### config.mk
export PLATFORM = sky130hd
export DESIGN_NAME = ddl_host
export DESIGN_NICKNAME = d
export VERILOG_FILES = /design/src/pkg/ddl_pkg.sv /design/src/rtl/ddl_step_timer.sv /design/src/rtl/ddl_host.sv
export SDC_FILE = /design/constraint.sdc
export NUM_CORES = 1
export LEC_CHECK = 0
export BUFFER_PORTS_ARGS = -buffer_cell sky130_fd_sc_hd__buf_2
export CAP_MARGIN = 40
export CORE_ASPECT_RATIO = 0.9
export CORE_UTILIZATION = 45
export CTS_CLUSTER_DIAMETER = 30
export DETAILED_ROUTE_END_ITERATION = 6
export GPL_TIMING_DRIVEN = 0
export PLACE_DENSITY = 0.67
export SLEW_MARGIN = 20
export SYNTH_ARGS = -nofsm -noshare
export SYNTH_HDL_FRONTEND = slang
export SYNTH_SLANG_ARGS = --single-unit
### constraint.sdc
create_clock -name clock_i -period 7.1 [get_ports clock_i]
set_input_delay 2.13 -clock clock_i [delete_from_list [all_inputs] [get_ports clock_i]]
set_output_delay 2.13 -clock clock_i [all_outputs]
set_load 0.01 [all_outputs]
### src/pkg/ddl_pkg.sv
package ddl_pkg;

	// ------------------------------------------------------------
	// Timing
	// ------------------------------------------------------------
	localparam int CLK_PERIOD_NS = 40;
	localparam int SETUP_NS = 40;
	localparam int STROBE_NS = 80;
	localparam int HOLD_NS = 40;
	localparam int LOAD_PULSE_NS = 80;
	localparam int SETUP_CYC = (SETUP_NS + CLK_PERIOD_NS - 1) / CLK_PERIOD_NS;
	localparam int STROBE_CYC = (STROBE_NS + CLK_PERIOD_NS - 1) / CLK_PERIOD_NS;
	localparam int HOLD_CYC = (HOLD_NS + CLK_PERIOD_NS - 1) / CLK_PERIOD_NS;
	localparam int LOAD_CYC =
		(LOAD_PULSE_NS + CLK_PERIOD_NS - 1) / CLK_PERIOD_NS;
	localparam int TIMER_W = 8;

	// ------------------------------------------------------------
	// Bus widths and fields
	// ------------------------------------------------------------
	localparam int CODE_W = 12;
	localparam int BYTE_W = 8;
	localparam int NIB_W = 4;
	localparam int LOW_MSB = 7;
	localparam int HIGH_MSB = 11;
	localparam int HIGH_LSB = 8;
	localparam logic [CODE_W-1:0] CODE_ZERO = 12'h000;

	// Portion index: {channel b, high nibble}
	localparam logic [1:0] PORT_A_LOW = 2'h0;
	localparam logic [1:0] PORT_B_LOW = 2'h2;
	localparam logic [2:0] PORT_NONE = 3'h4;

	typedef enum logic [2:0] {
		ST_IDLE = 3'b000,
		ST_SETUP = 3'b001,
		ST_STROBE = 3'b010,
		ST_HOLD = 3'b011,
		ST_LOAD = 3'b100
	} ddl_state_t;

endpackage

### src/rtl/ddl_step_timer.sv
`timescale 1ns/10ps
`default_nettype none
module ddl_step_timer
#(
	parameter int WIDTH = 8
)
(
	// Clock and reset
	input wire logic clock_i,
	input wire logic rst_i,
	// Control
	input wire logic load_i,
	input wire logic [WIDTH-1:0] value_i,
	// Status
	output logic expired_o
);

	logic [WIDTH-1:0] count;

	assign expired_o = (count == '0);

	always_ff @(posedge clock_i or posedge rst_i)
	begin
		if (rst_i)
			count <= '0;
		else if (load_i)
			count <= value_i;
		else if (!expired_o)
			count <= count - 1'b1;
	end

endmodule
`default_nettype wire

### src/rtl/ddl_host.sv
// Summary of operation
// - Host sends right-justified data; high nibble on lowest four lines.
// - Portions may be written in any order; host writes low then high.
// - Host keeps load strobe apart from select-and-write cycles.
// - In gain use the host refuses code zero for an enabled channel.
`timescale 1ns/10ps
`default_nettype none
module ddl_host
	import ddl_pkg::*;
#(
	parameter int SETUP_CYCLES = ddl_pkg::SETUP_CYC,
	parameter int STROBE_CYCLES = ddl_pkg::STROBE_CYC,
	parameter int HOLD_CYCLES = ddl_pkg::HOLD_CYC,
	parameter int LOAD_CYCLES = ddl_pkg::LOAD_CYC
)
(
	// Clock and reset
	input wire logic clock_i,
	input wire logic rst_i,
	// User command
	input wire logic req_i,
	input wire logic chan_a_en_i,
	input wire logic chan_b_en_i,
	input wire logic [ddl_pkg::CODE_W-1:0] code_a_i,
	input wire logic [ddl_pkg::CODE_W-1:0] code_b_i,
	input wire logic update_i,
	input wire logic gain_mode_i,
	// User status
	output logic busy_o,
	output logic done_o,
	output logic refused_o,
	// Parallel-port device pins
	output logic [ddl_pkg::CODE_W-1:0] par_data_o,
	output logic select_chan_a_n_o,
	output logic select_chan_b_n_o,
	output logic par_write_n_o,
	// Byte-port device pins
	output logic [ddl_pkg::BYTE_W-1:0] byte_data_o,
	output logic byte_cs_n_o,
	output logic byte_write_n_o,
	output logic addr_high_bit_o,
	output logic addr_low_bit_o,
	output logic load_dac_strobe_n_o
);

	import ddl_pkg::*;

	ddl_state_t state;
	ddl_state_t next_state;
	logic [1:0] step;
	logic [1:0] next_step;
	logic [CODE_W-1:0] code_a;
	logic [CODE_W-1:0] code_b;
	logic en_a;
	logic en_b;
	logic do_update;
	logic timer_load;
	logic [TIMER_W-1:0] timer_value;
	logic expired;

	// ------------------------------------------------------------
	// Command decode
	// ------------------------------------------------------------
	wire idle = (state == ST_IDLE);
	wire zero_a = chan_a_en_i && (code_a_i == CODE_ZERO);
	wire zero_b = chan_b_en_i && (code_b_i == CODE_ZERO);
	wire bad_cmd = gain_mode_i && (zero_a || zero_b);
	wire accept = idle && req_i && !bad_cmd;
	wire next_en_a = accept ? chan_a_en_i : en_a;
	wire next_en_b = accept ? chan_b_en_i : en_b;
	wire next_upd = accept ? update_i : do_update;
	wire [CODE_W-1:0] next_code_a = accept ? code_a_i : code_a;
	wire [CODE_W-1:0] next_code_b = accept ? code_b_i : code_b;

	// First enabled portion at or after a start index
	function automatic logic [2:0] find_port(input logic [2:0] from,
		input logic ea, input logic eb);
		logic [2:0] res;
		res = PORT_NONE;
		for (int k = 3; k >= 0; k--)
		begin
			if (k >= from && ((k >= 2) ? eb : ea))
				res = 3'(k);
		end
		return res;
	endfunction

	wire [2:0] first_port = find_port(3'h0, next_en_a, next_en_b);
	wire [2:0] later_port = find_port(3'({1'b0, step}) + 3'h1, en_a, en_b);

	// ------------------------------------------------------------
	// Sequencer
	// ------------------------------------------------------------
	always_comb
	begin
		next_state = state;
		next_step = step;
		timer_load = 1'b0;
		timer_value = '0;
		case (state)
			ST_IDLE:
			begin
				if (accept && !first_port[2])
				begin
					next_state = ST_SETUP;
					next_step = first_port[1:0];
				end
				else if (accept && next_upd)
					next_state = ST_LOAD;
			end
			ST_SETUP:
				if (expired)
					next_state = ST_STROBE;
			ST_STROBE:
				if (expired)
					next_state = ST_HOLD;
			ST_HOLD:
			begin
				if (expired && !later_port[2])
				begin
					next_state = ST_SETUP;
					next_step = later_port[1:0];
				end
				else if (expired)
					next_state = do_update ? ST_LOAD : ST_IDLE;
			end
			ST_LOAD:
				if (expired)
					next_state = ST_IDLE;
			default:
				next_state = ST_IDLE;
		endcase
		if (next_state != state || next_step != step)
		begin
			timer_load = 1'b1;
			case (next_state)
				ST_SETUP: timer_value = TIMER_W'(SETUP_CYCLES - 1);
				ST_STROBE: timer_value = TIMER_W'(STROBE_CYCLES - 1);
				ST_HOLD: timer_value = TIMER_W'(HOLD_CYCLES - 1);
				ST_LOAD: timer_value = TIMER_W'(LOAD_CYCLES - 1);
				default: timer_value = '0;
			endcase
		end
	end

	ddl_step_timer #(.WIDTH(TIMER_W)) u_timer (
		.clock_i(clock_i),
		.rst_i(rst_i),
		.load_i(timer_load),
		.value_i(timer_value),
		.expired_o(expired)
	);

	// ------------------------------------------------------------
	// Pin values for the coming cycle
	// ------------------------------------------------------------
	wire cycle_on = (next_state == ST_SETUP) || (next_state == ST_STROBE) ||
		(next_state == ST_HOLD);
	wire strobe_on = (next_state == ST_STROBE);
	wire [CODE_W-1:0] sel_code = next_step[1] ? next_code_b : next_code_a;
	wire [BYTE_W-1:0] low_part = sel_code[LOW_MSB:0];
	wire [BYTE_W-1:0] high_part =
		{{(BYTE_W-NIB_W){1'b0}}, sel_code[HIGH_MSB:HIGH_LSB]};
	wire [BYTE_W-1:0] next_byte = next_step[0] ? high_part : low_part;
	wire par_a = cycle_on && (next_step == PORT_A_LOW);
	wire par_b = cycle_on && (next_step == PORT_B_LOW);
	wire finish = (state == ST_HOLD || state == ST_LOAD) && expired &&
		next_state == ST_IDLE;

	always_ff @(posedge clock_i or posedge rst_i)
	begin
		if (rst_i)
		begin
			state <= ST_IDLE;
			step <= 2'h0;
			code_a <= CODE_ZERO;
			code_b <= CODE_ZERO;
			en_a <= 1'b0;
			en_b <= 1'b0;
			do_update <= 1'b0;
		end
		else
		begin
			state <= next_state;
			step <= next_step;
			code_a <= next_code_a;
			code_b <= next_code_b;
			en_a <= next_en_a;
			en_b <= next_en_b;
			do_update <= next_upd;
		end
	end

	always_ff @(posedge clock_i or posedge rst_i)
	begin
		if (rst_i)
		begin
			busy_o <= 1'b0;
			done_o <= 1'b0;
			refused_o <= 1'b0;
			par_data_o <= CODE_ZERO;
			select_chan_a_n_o <= 1'b1;
			select_chan_b_n_o <= 1'b1;
			par_write_n_o <= 1'b1;
			byte_data_o <= '0;
			byte_cs_n_o <= 1'b1;
			byte_write_n_o <= 1'b1;
			addr_high_bit_o <= 1'b0;
			addr_low_bit_o <= 1'b0;
			load_dac_strobe_n_o <= 1'b1;
		end
		else
		begin
			busy_o <= (next_state != ST_IDLE);
			done_o <= finish;
			refused_o <= idle && req_i && bad_cmd;
			par_data_o <= sel_code;
			select_chan_a_n_o <= !par_a;
			select_chan_b_n_o <= !par_b;
			par_write_n_o <= !(strobe_on && (par_a || par_b));
			byte_data_o <= next_byte;
			byte_cs_n_o <= !cycle_on;
			byte_write_n_o <= !strobe_on;
			addr_high_bit_o <= next_step[1];
			addr_low_bit_o <= next_step[0];
			load_dac_strobe_n_o <= !(next_state == ST_LOAD);
		end
	end

	// ------------------------------------------------------------
	// Checks
	// ------------------------------------------------------------
	chk_load_apart_write: assert property (
		@(posedge clock_i) disable iff (rst_i)
		!load_dac_strobe_n_o |-> byte_cs_n_o && byte_write_n_o &&
			par_write_n_o)
		else $error("load strobe overlaps a write cycle");

	chk_nibble_right_just: assert property (
		@(posedge clock_i) disable iff (rst_i)
		!byte_cs_n_o && addr_low_bit_o |-> byte_data_o[LOW_MSB:NIB_W] == '0)
		else $error("high nibble not right-justified");

	chk_gain_zero_refused: assert property (
		@(posedge clock_i) disable iff (rst_i)
		idle && req_i && gain_mode_i && (zero_a || zero_b)
			|=> refused_o && !busy_o)
		else $error("zero code accepted in gain mode");

	chk_write_data_stable: assert property (
		@(posedge clock_i) disable iff (rst_i)
		$rose(byte_write_n_o) |-> !byte_cs_n_o &&
			$stable(byte_data_o) && $stable(addr_low_bit_o) &&
			$stable(addr_high_bit_o))
		else $error("write edge without stable address and data");

	chk_load_pulse_len: assert property (
		@(posedge clock_i) disable iff (rst_i)
		$fell(load_dac_strobe_n_o) |-> !load_dac_strobe_n_o [*1] ##1
			(LOAD_CYCLES > 1 ? !load_dac_strobe_n_o : 1'b1))
		else $error("load strobe pulse too short");

endmodule
`default_nettype wire

-- Word level (Yosys, flattened, before mapping)
Cells that the tools add are included.
- multiplexer cells: 30
- reductions and logical operators: 41
- $add $sub $neg: 2
- $lt $le $gt $ge: 4
- equal/unequal tests: 12
- operators by type and width (operator ; count):
    3-bit 2-to-1 mux ; 14
    12-bit 2-to-1 mux ; 3
    12-bit zero test ; 2
    8-bit 2-to-1 mux ; 3
    1-bit logical AND ; 18
    3-bit one-hot mux with 5 select lines ; 1
    3-bit by 2-bit equality test with 1-bit output (second input constant) ; 4
    1-bit zero test ; 9
    8-bit zero test ; 1
    8-bit by 1-bit subtractor with 8-bit output (second input constant) ; 1
    3-bit by 1-bit equality test with 1-bit output (second input constant) ; 2
    3-bit equality test (second input constant) ; 2
    1-bit by 3-bit greater-or-equal comparator with 1-bit output (first input constant) ; 2
    2-bit by 3-bit greater-or-equal comparator with 1-bit output (first input constant) ; 2
    3-bit zero test ; 2
    1-bit logical OR ; 6
    1-bit 2-to-1 mux ; 6
    2-bit 2-to-1 mux ; 2
    2-bit one-hot mux with 2 select lines ; 1
    2-bit by 1-bit adder with 3-bit output (second input constant) ; 1
    3-bit != test ; 1
    3-bit nonzero test ; 1
    2-bit equality test (second input constant) ; 1
    2-bit zero test ; 1
    other kinds (3) ; 3
- input bits: 31
- bits in registers: 71
- logic and storage cells: 110
- output and inout port bits: 31

-- Depth between registers and ports, before layout
- depth after elaboration: 20
- gate-level depth with buffers: 10
- mapped depth without buffers: 8

-- Modules after synthesis
From an unflattened synthesis, not the netlist that was laid out.
- cell total of the unflattened synthesis: 262
- area, all modules: 3155.5 µm²
- modules (own cells, without submodules) (module ; instances ; cells an instance ; area each (µm²) ; sequential area each (µm²)):
    ddl_host ; 1 ; 207 ; 2673.8 ; 1534.0
    ddl_step_timer ; 1 ; 55 ; 481.7 ; 200.2

-- Least setup slack after synthesis
OpenSTA, ideal clock, no wires.
- kind: input -> register
- from: in code_b_i[0] in the netlist's numbering
- to: reg done_o
- data required time: 7013 ps
- arrival time: 3780 ps
- buffers on the path: 2
- setup slack: 3233 ps
- stages on the path: 8
- cell sequence: nor4_1 -> nand4_1 -> o211a_1 -> buf_4 -> buf_6 -> a221oi_1 -> nand2_2 -> a211oi_2
- word-level cells in the longest chain between the ends: 15
- elaborated cells between the ends (all ways): 19
- ends and longest elaborated chain (element ; RTL line ; RTL):
    start: declaration ; ddl_host.sv:25 ; input wire logic [ddl_pkg::CODE_W-1:0] code_b_i,
    12-bit zero test * ; ddl_host.sv:66 ; wire zero_b = chan_b_en_i && (code_b_i == CODE_ZERO);
    1-bit logical AND * ; ddl_host.sv:66 ;
    1-bit logical OR * ; ddl_host.sv:67 ; wire bad_cmd = gain_mode_i && (zero_a || zero_b);
    1-bit logical AND * ; ddl_host.sv:67 ;
    1-bit zero test * ; ddl_host.sv:68 ; wire accept = idle && req_i && !bad_cmd;
    1-bit logical AND * ; ddl_host.sv:68 ;
    1-bit 2-to-1 mux ; ddl_host.sv:70 ; wire next_en_b = accept ? chan_b_en_i : en_b;
    3-bit 2-to-1 mux (2 in series) ; ddl_host.sv:82 ; if (k >= from && ((k >= 2) ? eb : ea))
    1-bit zero test ; ddl_host.sv:103 ; if (accept && !first_port[2])
    1-bit logical AND ; ddl_host.sv:103 ;
    3-bit 2-to-1 mux * ; ddl_host.sv:103 ;
    3-bit one-hot mux with 5 select lines * ; ddl_host.sv:100 ; case (state)
    3-bit zero test * ; ddl_host.sv:168 ; next_state == ST_IDLE;
    1-bit logical AND * ; ddl_host.sv:167 ; wire finish = (state == ST_HOLD || state == ST_LOAD) && expired &&
    net finish ; ddl_host.sv:167 ;
    end signal: assignment ; ddl_host.sv:215 ; done_o <= finish;
    end: declaration ; ddl_host.sv:30 ; output logic done_o,
Mark *: on every way through the listed nets, which the timed path passes. The rest lies on a longest branch.
A chain may end at the register's enable or synchronous reset.

-- Final worst setup path
- from: in code_a_i[4] in the netlist's numbering
- to: reg done_o
- word-level cells in the longest chain between the ends: 15
- elaborated cells between the ends (all ways): 19
- ends and longest elaborated chain (element ; RTL line ; RTL):
    start: declaration ; ddl_host.sv:24 ; input wire logic [ddl_pkg::CODE_W-1:0] code_a_i,
    12-bit zero test * ; ddl_host.sv:65 ; wire zero_a = chan_a_en_i && (code_a_i == CODE_ZERO);
    1-bit logical AND * ; ddl_host.sv:65 ;
    1-bit logical OR * ; ddl_host.sv:67 ;
    1-bit logical AND * ; ddl_host.sv:67 ;
    1-bit zero test * ; ddl_host.sv:68 ;
    1-bit logical AND * ; ddl_host.sv:68 ;
    1-bit 2-to-1 mux ; ddl_host.sv:70 ;
    3-bit 2-to-1 mux (2 in series) ; ddl_host.sv:82 ;
    1-bit zero test ; ddl_host.sv:103 ;
    1-bit logical AND ; ddl_host.sv:103 ;
    3-bit 2-to-1 mux * ; ddl_host.sv:103 ;
    3-bit one-hot mux with 5 select lines * ; ddl_host.sv:100 ;
    3-bit zero test * ; ddl_host.sv:168 ;
    1-bit logical AND * ; ddl_host.sv:167 ;
    net finish ; ddl_host.sv:167 ;
Marked as above.

==> out/summary.log <==
[sta] total negative setup slack 0 ns
[sta] min cycle time layout 4.203 ns
[synthesis] number of cells produced by synthesis 267
[cts] cts hold-fix bufs 0
[synthesis] sequential area share after synthesis 54.12%
[synthesis] FF+latch count, synth 69
[sta] final hold vios 0
[setup_path] register-to-register path setup slack 4.32 ns
[finish] number of antenna cells inserted 0
[setup_path] slowest stage delay, CP 0.59 ns
[power_and_ir_drop] static leakage 1.771 nW
[floorplan] initial standard-cell utilization of the core 47.64%
[synthesis] Async SR Flop Fraction 100.0%
[cts] maximum level of the CTS H-tree 3
[setup_path] list of cells traversed by the critical path buf_2 > nor4_1 > nand4_1 > o211a_1 > buf_4 > buf_6 > a221oi_1 > nand2_2 > a211oi_2
[finish] number of inserted filler cells in the final layout 610
[routing] number of remaining DRC errors 0
[synthesis] Most used DFF post-synth sky130_fd_sc_hd__dfrtp_1
[cts] count of instances resized after the clock tree is built 0
[synthesis] cell type with the highest aggregate area in the netlist sky130_fd_sc_hd__dfrtp_1
[run] max-cap check violation count 0
[routing] number of antenna-violating nets in the routed design 0
[synthesis] post-synthesis net count 300
[power_and_ir_drop] power per cell area 449.6 nW/um2
[power_and_ir_drop] Tot Pwr 1.717 mW
[synthesis] leading cell type by number of instances after synthesis sky130_fd_sc_hd__dfrtp_1
[sta] Final Worst Setup Slack 2.897 ns
[placed_design] placer's final routability congestion estimate 0.8349
[placed_design] Post-Place Worst Slack 2.618 ns
[cts] TritonCTS clock tree built
[sta] RSZ-0062 raised after global routing false
[setup_path] buffer and inverter count on the worst path 3
[sta] worst clock skew on the final layout 0.01140 ns
[routing] routed via count 2195
[setup_path] instance count on the critical path 9
[sta] fin crit share 59.20%
[sta] number of max-slew violations in the final report 0
[synthesis] Syn Std Cell Area 3204 um2
[synthesis] leading post-synthesis cells by instance count 63 x sky130_fd_sc_hd__dfrtp_1, 32 x sky130_fd_sc_hd__mux2i_1, 28 x sky130_fd_sc_hd__inv_1
[cts] clk buf depth 2
[placed_design] count of port buffers added during placement 61
[cts] clock-pin slew reported for the worst setup and hold paths after clock tree synthesis 0.07 ns
[setup_path] arrival time reported for the critical path endpoint 4.46 ns
[finish] fraction of layout cells with a size suffix above 1 35.17%
[setup_path] required time at the endpoint of the critical path 7.36 ns
[sta] Fin Hold WS 0.5009 ns
[floorplan] Boundary Pins 62
[floorplan] placeable core region 6726 um2
[synthesis] post-synthesis cell type count 56
[synthesis] Synth top area share 49.20%
[power_and_ir_drop] Max VDD drop 0.0002247 V
[cts] count of buffers added by post-CTS timing repair for setup 0
[routing] number of vias per cell 5.058
[sta] FMAX 237.9 MHz
[cts] clock buffers created by TritonCTS 9
[floorplan] number of core rows 28
[cts] source-to-sink clock delay at the later pin of the worst-skew pair 0.34 ns
[finish] area of all placed cells without fillers 3819 um2
[global_routing] aggregate global routing overflow 0
[global_routing] GRT Overall Usage 19.83%
[routing] number of optimization iterations in the first detailed-route pass 4
[worst_hold_path] Hold Path Cell Cnt 2
[routing] WL/cell 15.23 um
[placed_design] area post-placement 3652 um2
[floorplan] overall die width 90.95 um
[synthesis] number of enable-type register cells in the synthesized netlist 0
[finish] total number of nets in the final design 373
[setup_path] Top Family by Delay on Critical Path compound AO/OA/AOI/OAI gates
[routing] drt first-iter violations 132
[synthesis] number of synthesis warnings 0
[setup_path] class of the most critical setup path input port to register
[cts] clk root buf sky130_fd_sc_hd__clkbuf_8
[floorplan] die span in y 82.06 um
[setup_path] library cell contributing the largest single delay on the critical path sky130_fd_sc_hd__nor4_1
[floorplan] area of the die 7463 um2
[cts] CTS sink count 69
[setup_path] highest fanout seen on the critical path 10
[synthesis] Area contributors post-synth sky130_fd_sc_hd__dfrtp_1 49%, sky130_fd_sc_hd__mux2i_1 10%, sky130_fd_sc_hd__dfstp_2 4.9%
[global_routing] number of antenna violations at the first check in global routing 0
[global_routing] first-pass GRT wire length 10950 um
[setup_path] Setup crit start kind input port
[sta] slew at the pin closest to its max-slew limit 0.6748 ns
[routing] Routed Wire Length 6609 um
[global_routing] vias in the first global route 2175
[sta] final setup violating endpoints 0
[setup_path] cells on worst reg2reg path 9
[worst_hold_path] class of the tightest hold or removal check register to register
[status] outcome completed
[setup_path] Crit. End Element register
[finish] P&R area growth vs syn 19.17%
[placed_design] HPWL after detailed placement 4871 um
[sta] headroom to the max-slew limit 55.01%
[synthesis] post-synthesis average cell area 12.00 um2
[global_routing] largest net degree at the start of global routing 55
==> cell usage in the layout (no fill, tap or decap), drive strengths merged, types with 3 or more instances in the layout <==
cell type / instances
a211oi: 3
a21oi: 8
buf: 70
clkbuf: 13
dfrtp: 63
dfstp: 6
inv: 28
mux2: 12
mux2i: 32
nand2: 15
nand3: 3
nand4: 3
nor2: 18
nor3: 12
nor3b: 3
nor4: 8
o21ai: 8
xnor2: 3
==> flip-flops by register name, indices dropped and copies added (netlist names), 3 cells and up <==
name,cells
code_a,12
code_b,12
par_data_o,12
byte_data_o,8
u_timer.count,8
state,3
==> path summary, 6_finish.rpt <==
path                                endpoint        startpoint
max in group asynchronous  select_chan_a_n_o             rst_i
setup reg to reg              byte_data_o[2]  u_timer.count[0]
hold reg to reg                    code_a[8]         code_a[8]
hold / removal                     code_a[8]         code_a[8]
setup / recovery                      done_o       code_a_i[4]
min in group asynchronous          code_b[3]             rst_i
==> logic make-up (layout without fill, tap and decap cells) <==
logic type | after synthesis | in the layout | synth area share, %
compound gates | 35 | 35 | 9.294
xor+xnor | 5 | 5 | 1.367
fa+ha+maj | 2 | 2 | 0.7808
buf+inv | 38 | 115 | 6.716
flops | 69 | 69 | 54.12
mux | 44 | 44 | 14.21
simple gates | 74 | 74 | 13.51
==> through the flow <==
step / utilization [%] / std cells
floorplan: - / 267
global placement: 53.85 / 418
detailed placement: 54.30 / 419
CTS: 56.77 / 434
global route: 56.77 / 434
finish: 56.77 / 434
==> worst register-to-register path: stages, from the launching register on <==
cell and delay (ns):
sky130_fd_sc_hd__dfrtp_1 0.42, sky130_fd_sc_hd__inv_1 0.09, sky130_fd_sc_hd__ha_1 0.19, sky130_fd_sc_hd__or3b_2 0.57, sky130_fd_sc_hd__or2_1 0.26, sky130_fd_sc_hd__buf_6 0.15, sky130_fd_sc_hd__o31ai_4 0.32, sky130_fd_sc_hd__a31oi_4 0.12
sky130_fd_sc_hd__nor2_8 0.20, sky130_fd_sc_hd__mux2_2 0.36
==> layer usage <==
layer | part of all wire, % | global-route usage, % | vias up
li1 | - | - | 1074
met1 | 50 | 28.25 | 1059
met2 | 44 | 28.94 | 55
met3 | 4.8 | 6.204 | 7
met4 | 1.3 | 6.190 | 0
met5 | 0 | 0 | -
==> layout make-up <==
cell class | instances | area, um2 | share of cell area [%]
timing repair buffer | 62 | 332.8 | 8.716
clock inverter | 4 | 25.02 | 0.6553
sequential | 69 | 1734 | 45.41
clock buffer | 11 | 141.4 | 3.703
buffer | 10 | 110.1 | 2.883
multi-input combinational | 160 | 1255 | 32.86
inverter | 28 | 107.6 | 2.818
tap | 90 | 112.6 | 2.949
==> power by group <==
part	switching (mW)	total (mW)	internal, mW
logic	0.434	0.778	0.344
registers	0.0751	0.666	0.591
clock network	0.140	0.273	0.133
total	0.649	1.72	1.07
(Power assumes the default switching activity.)
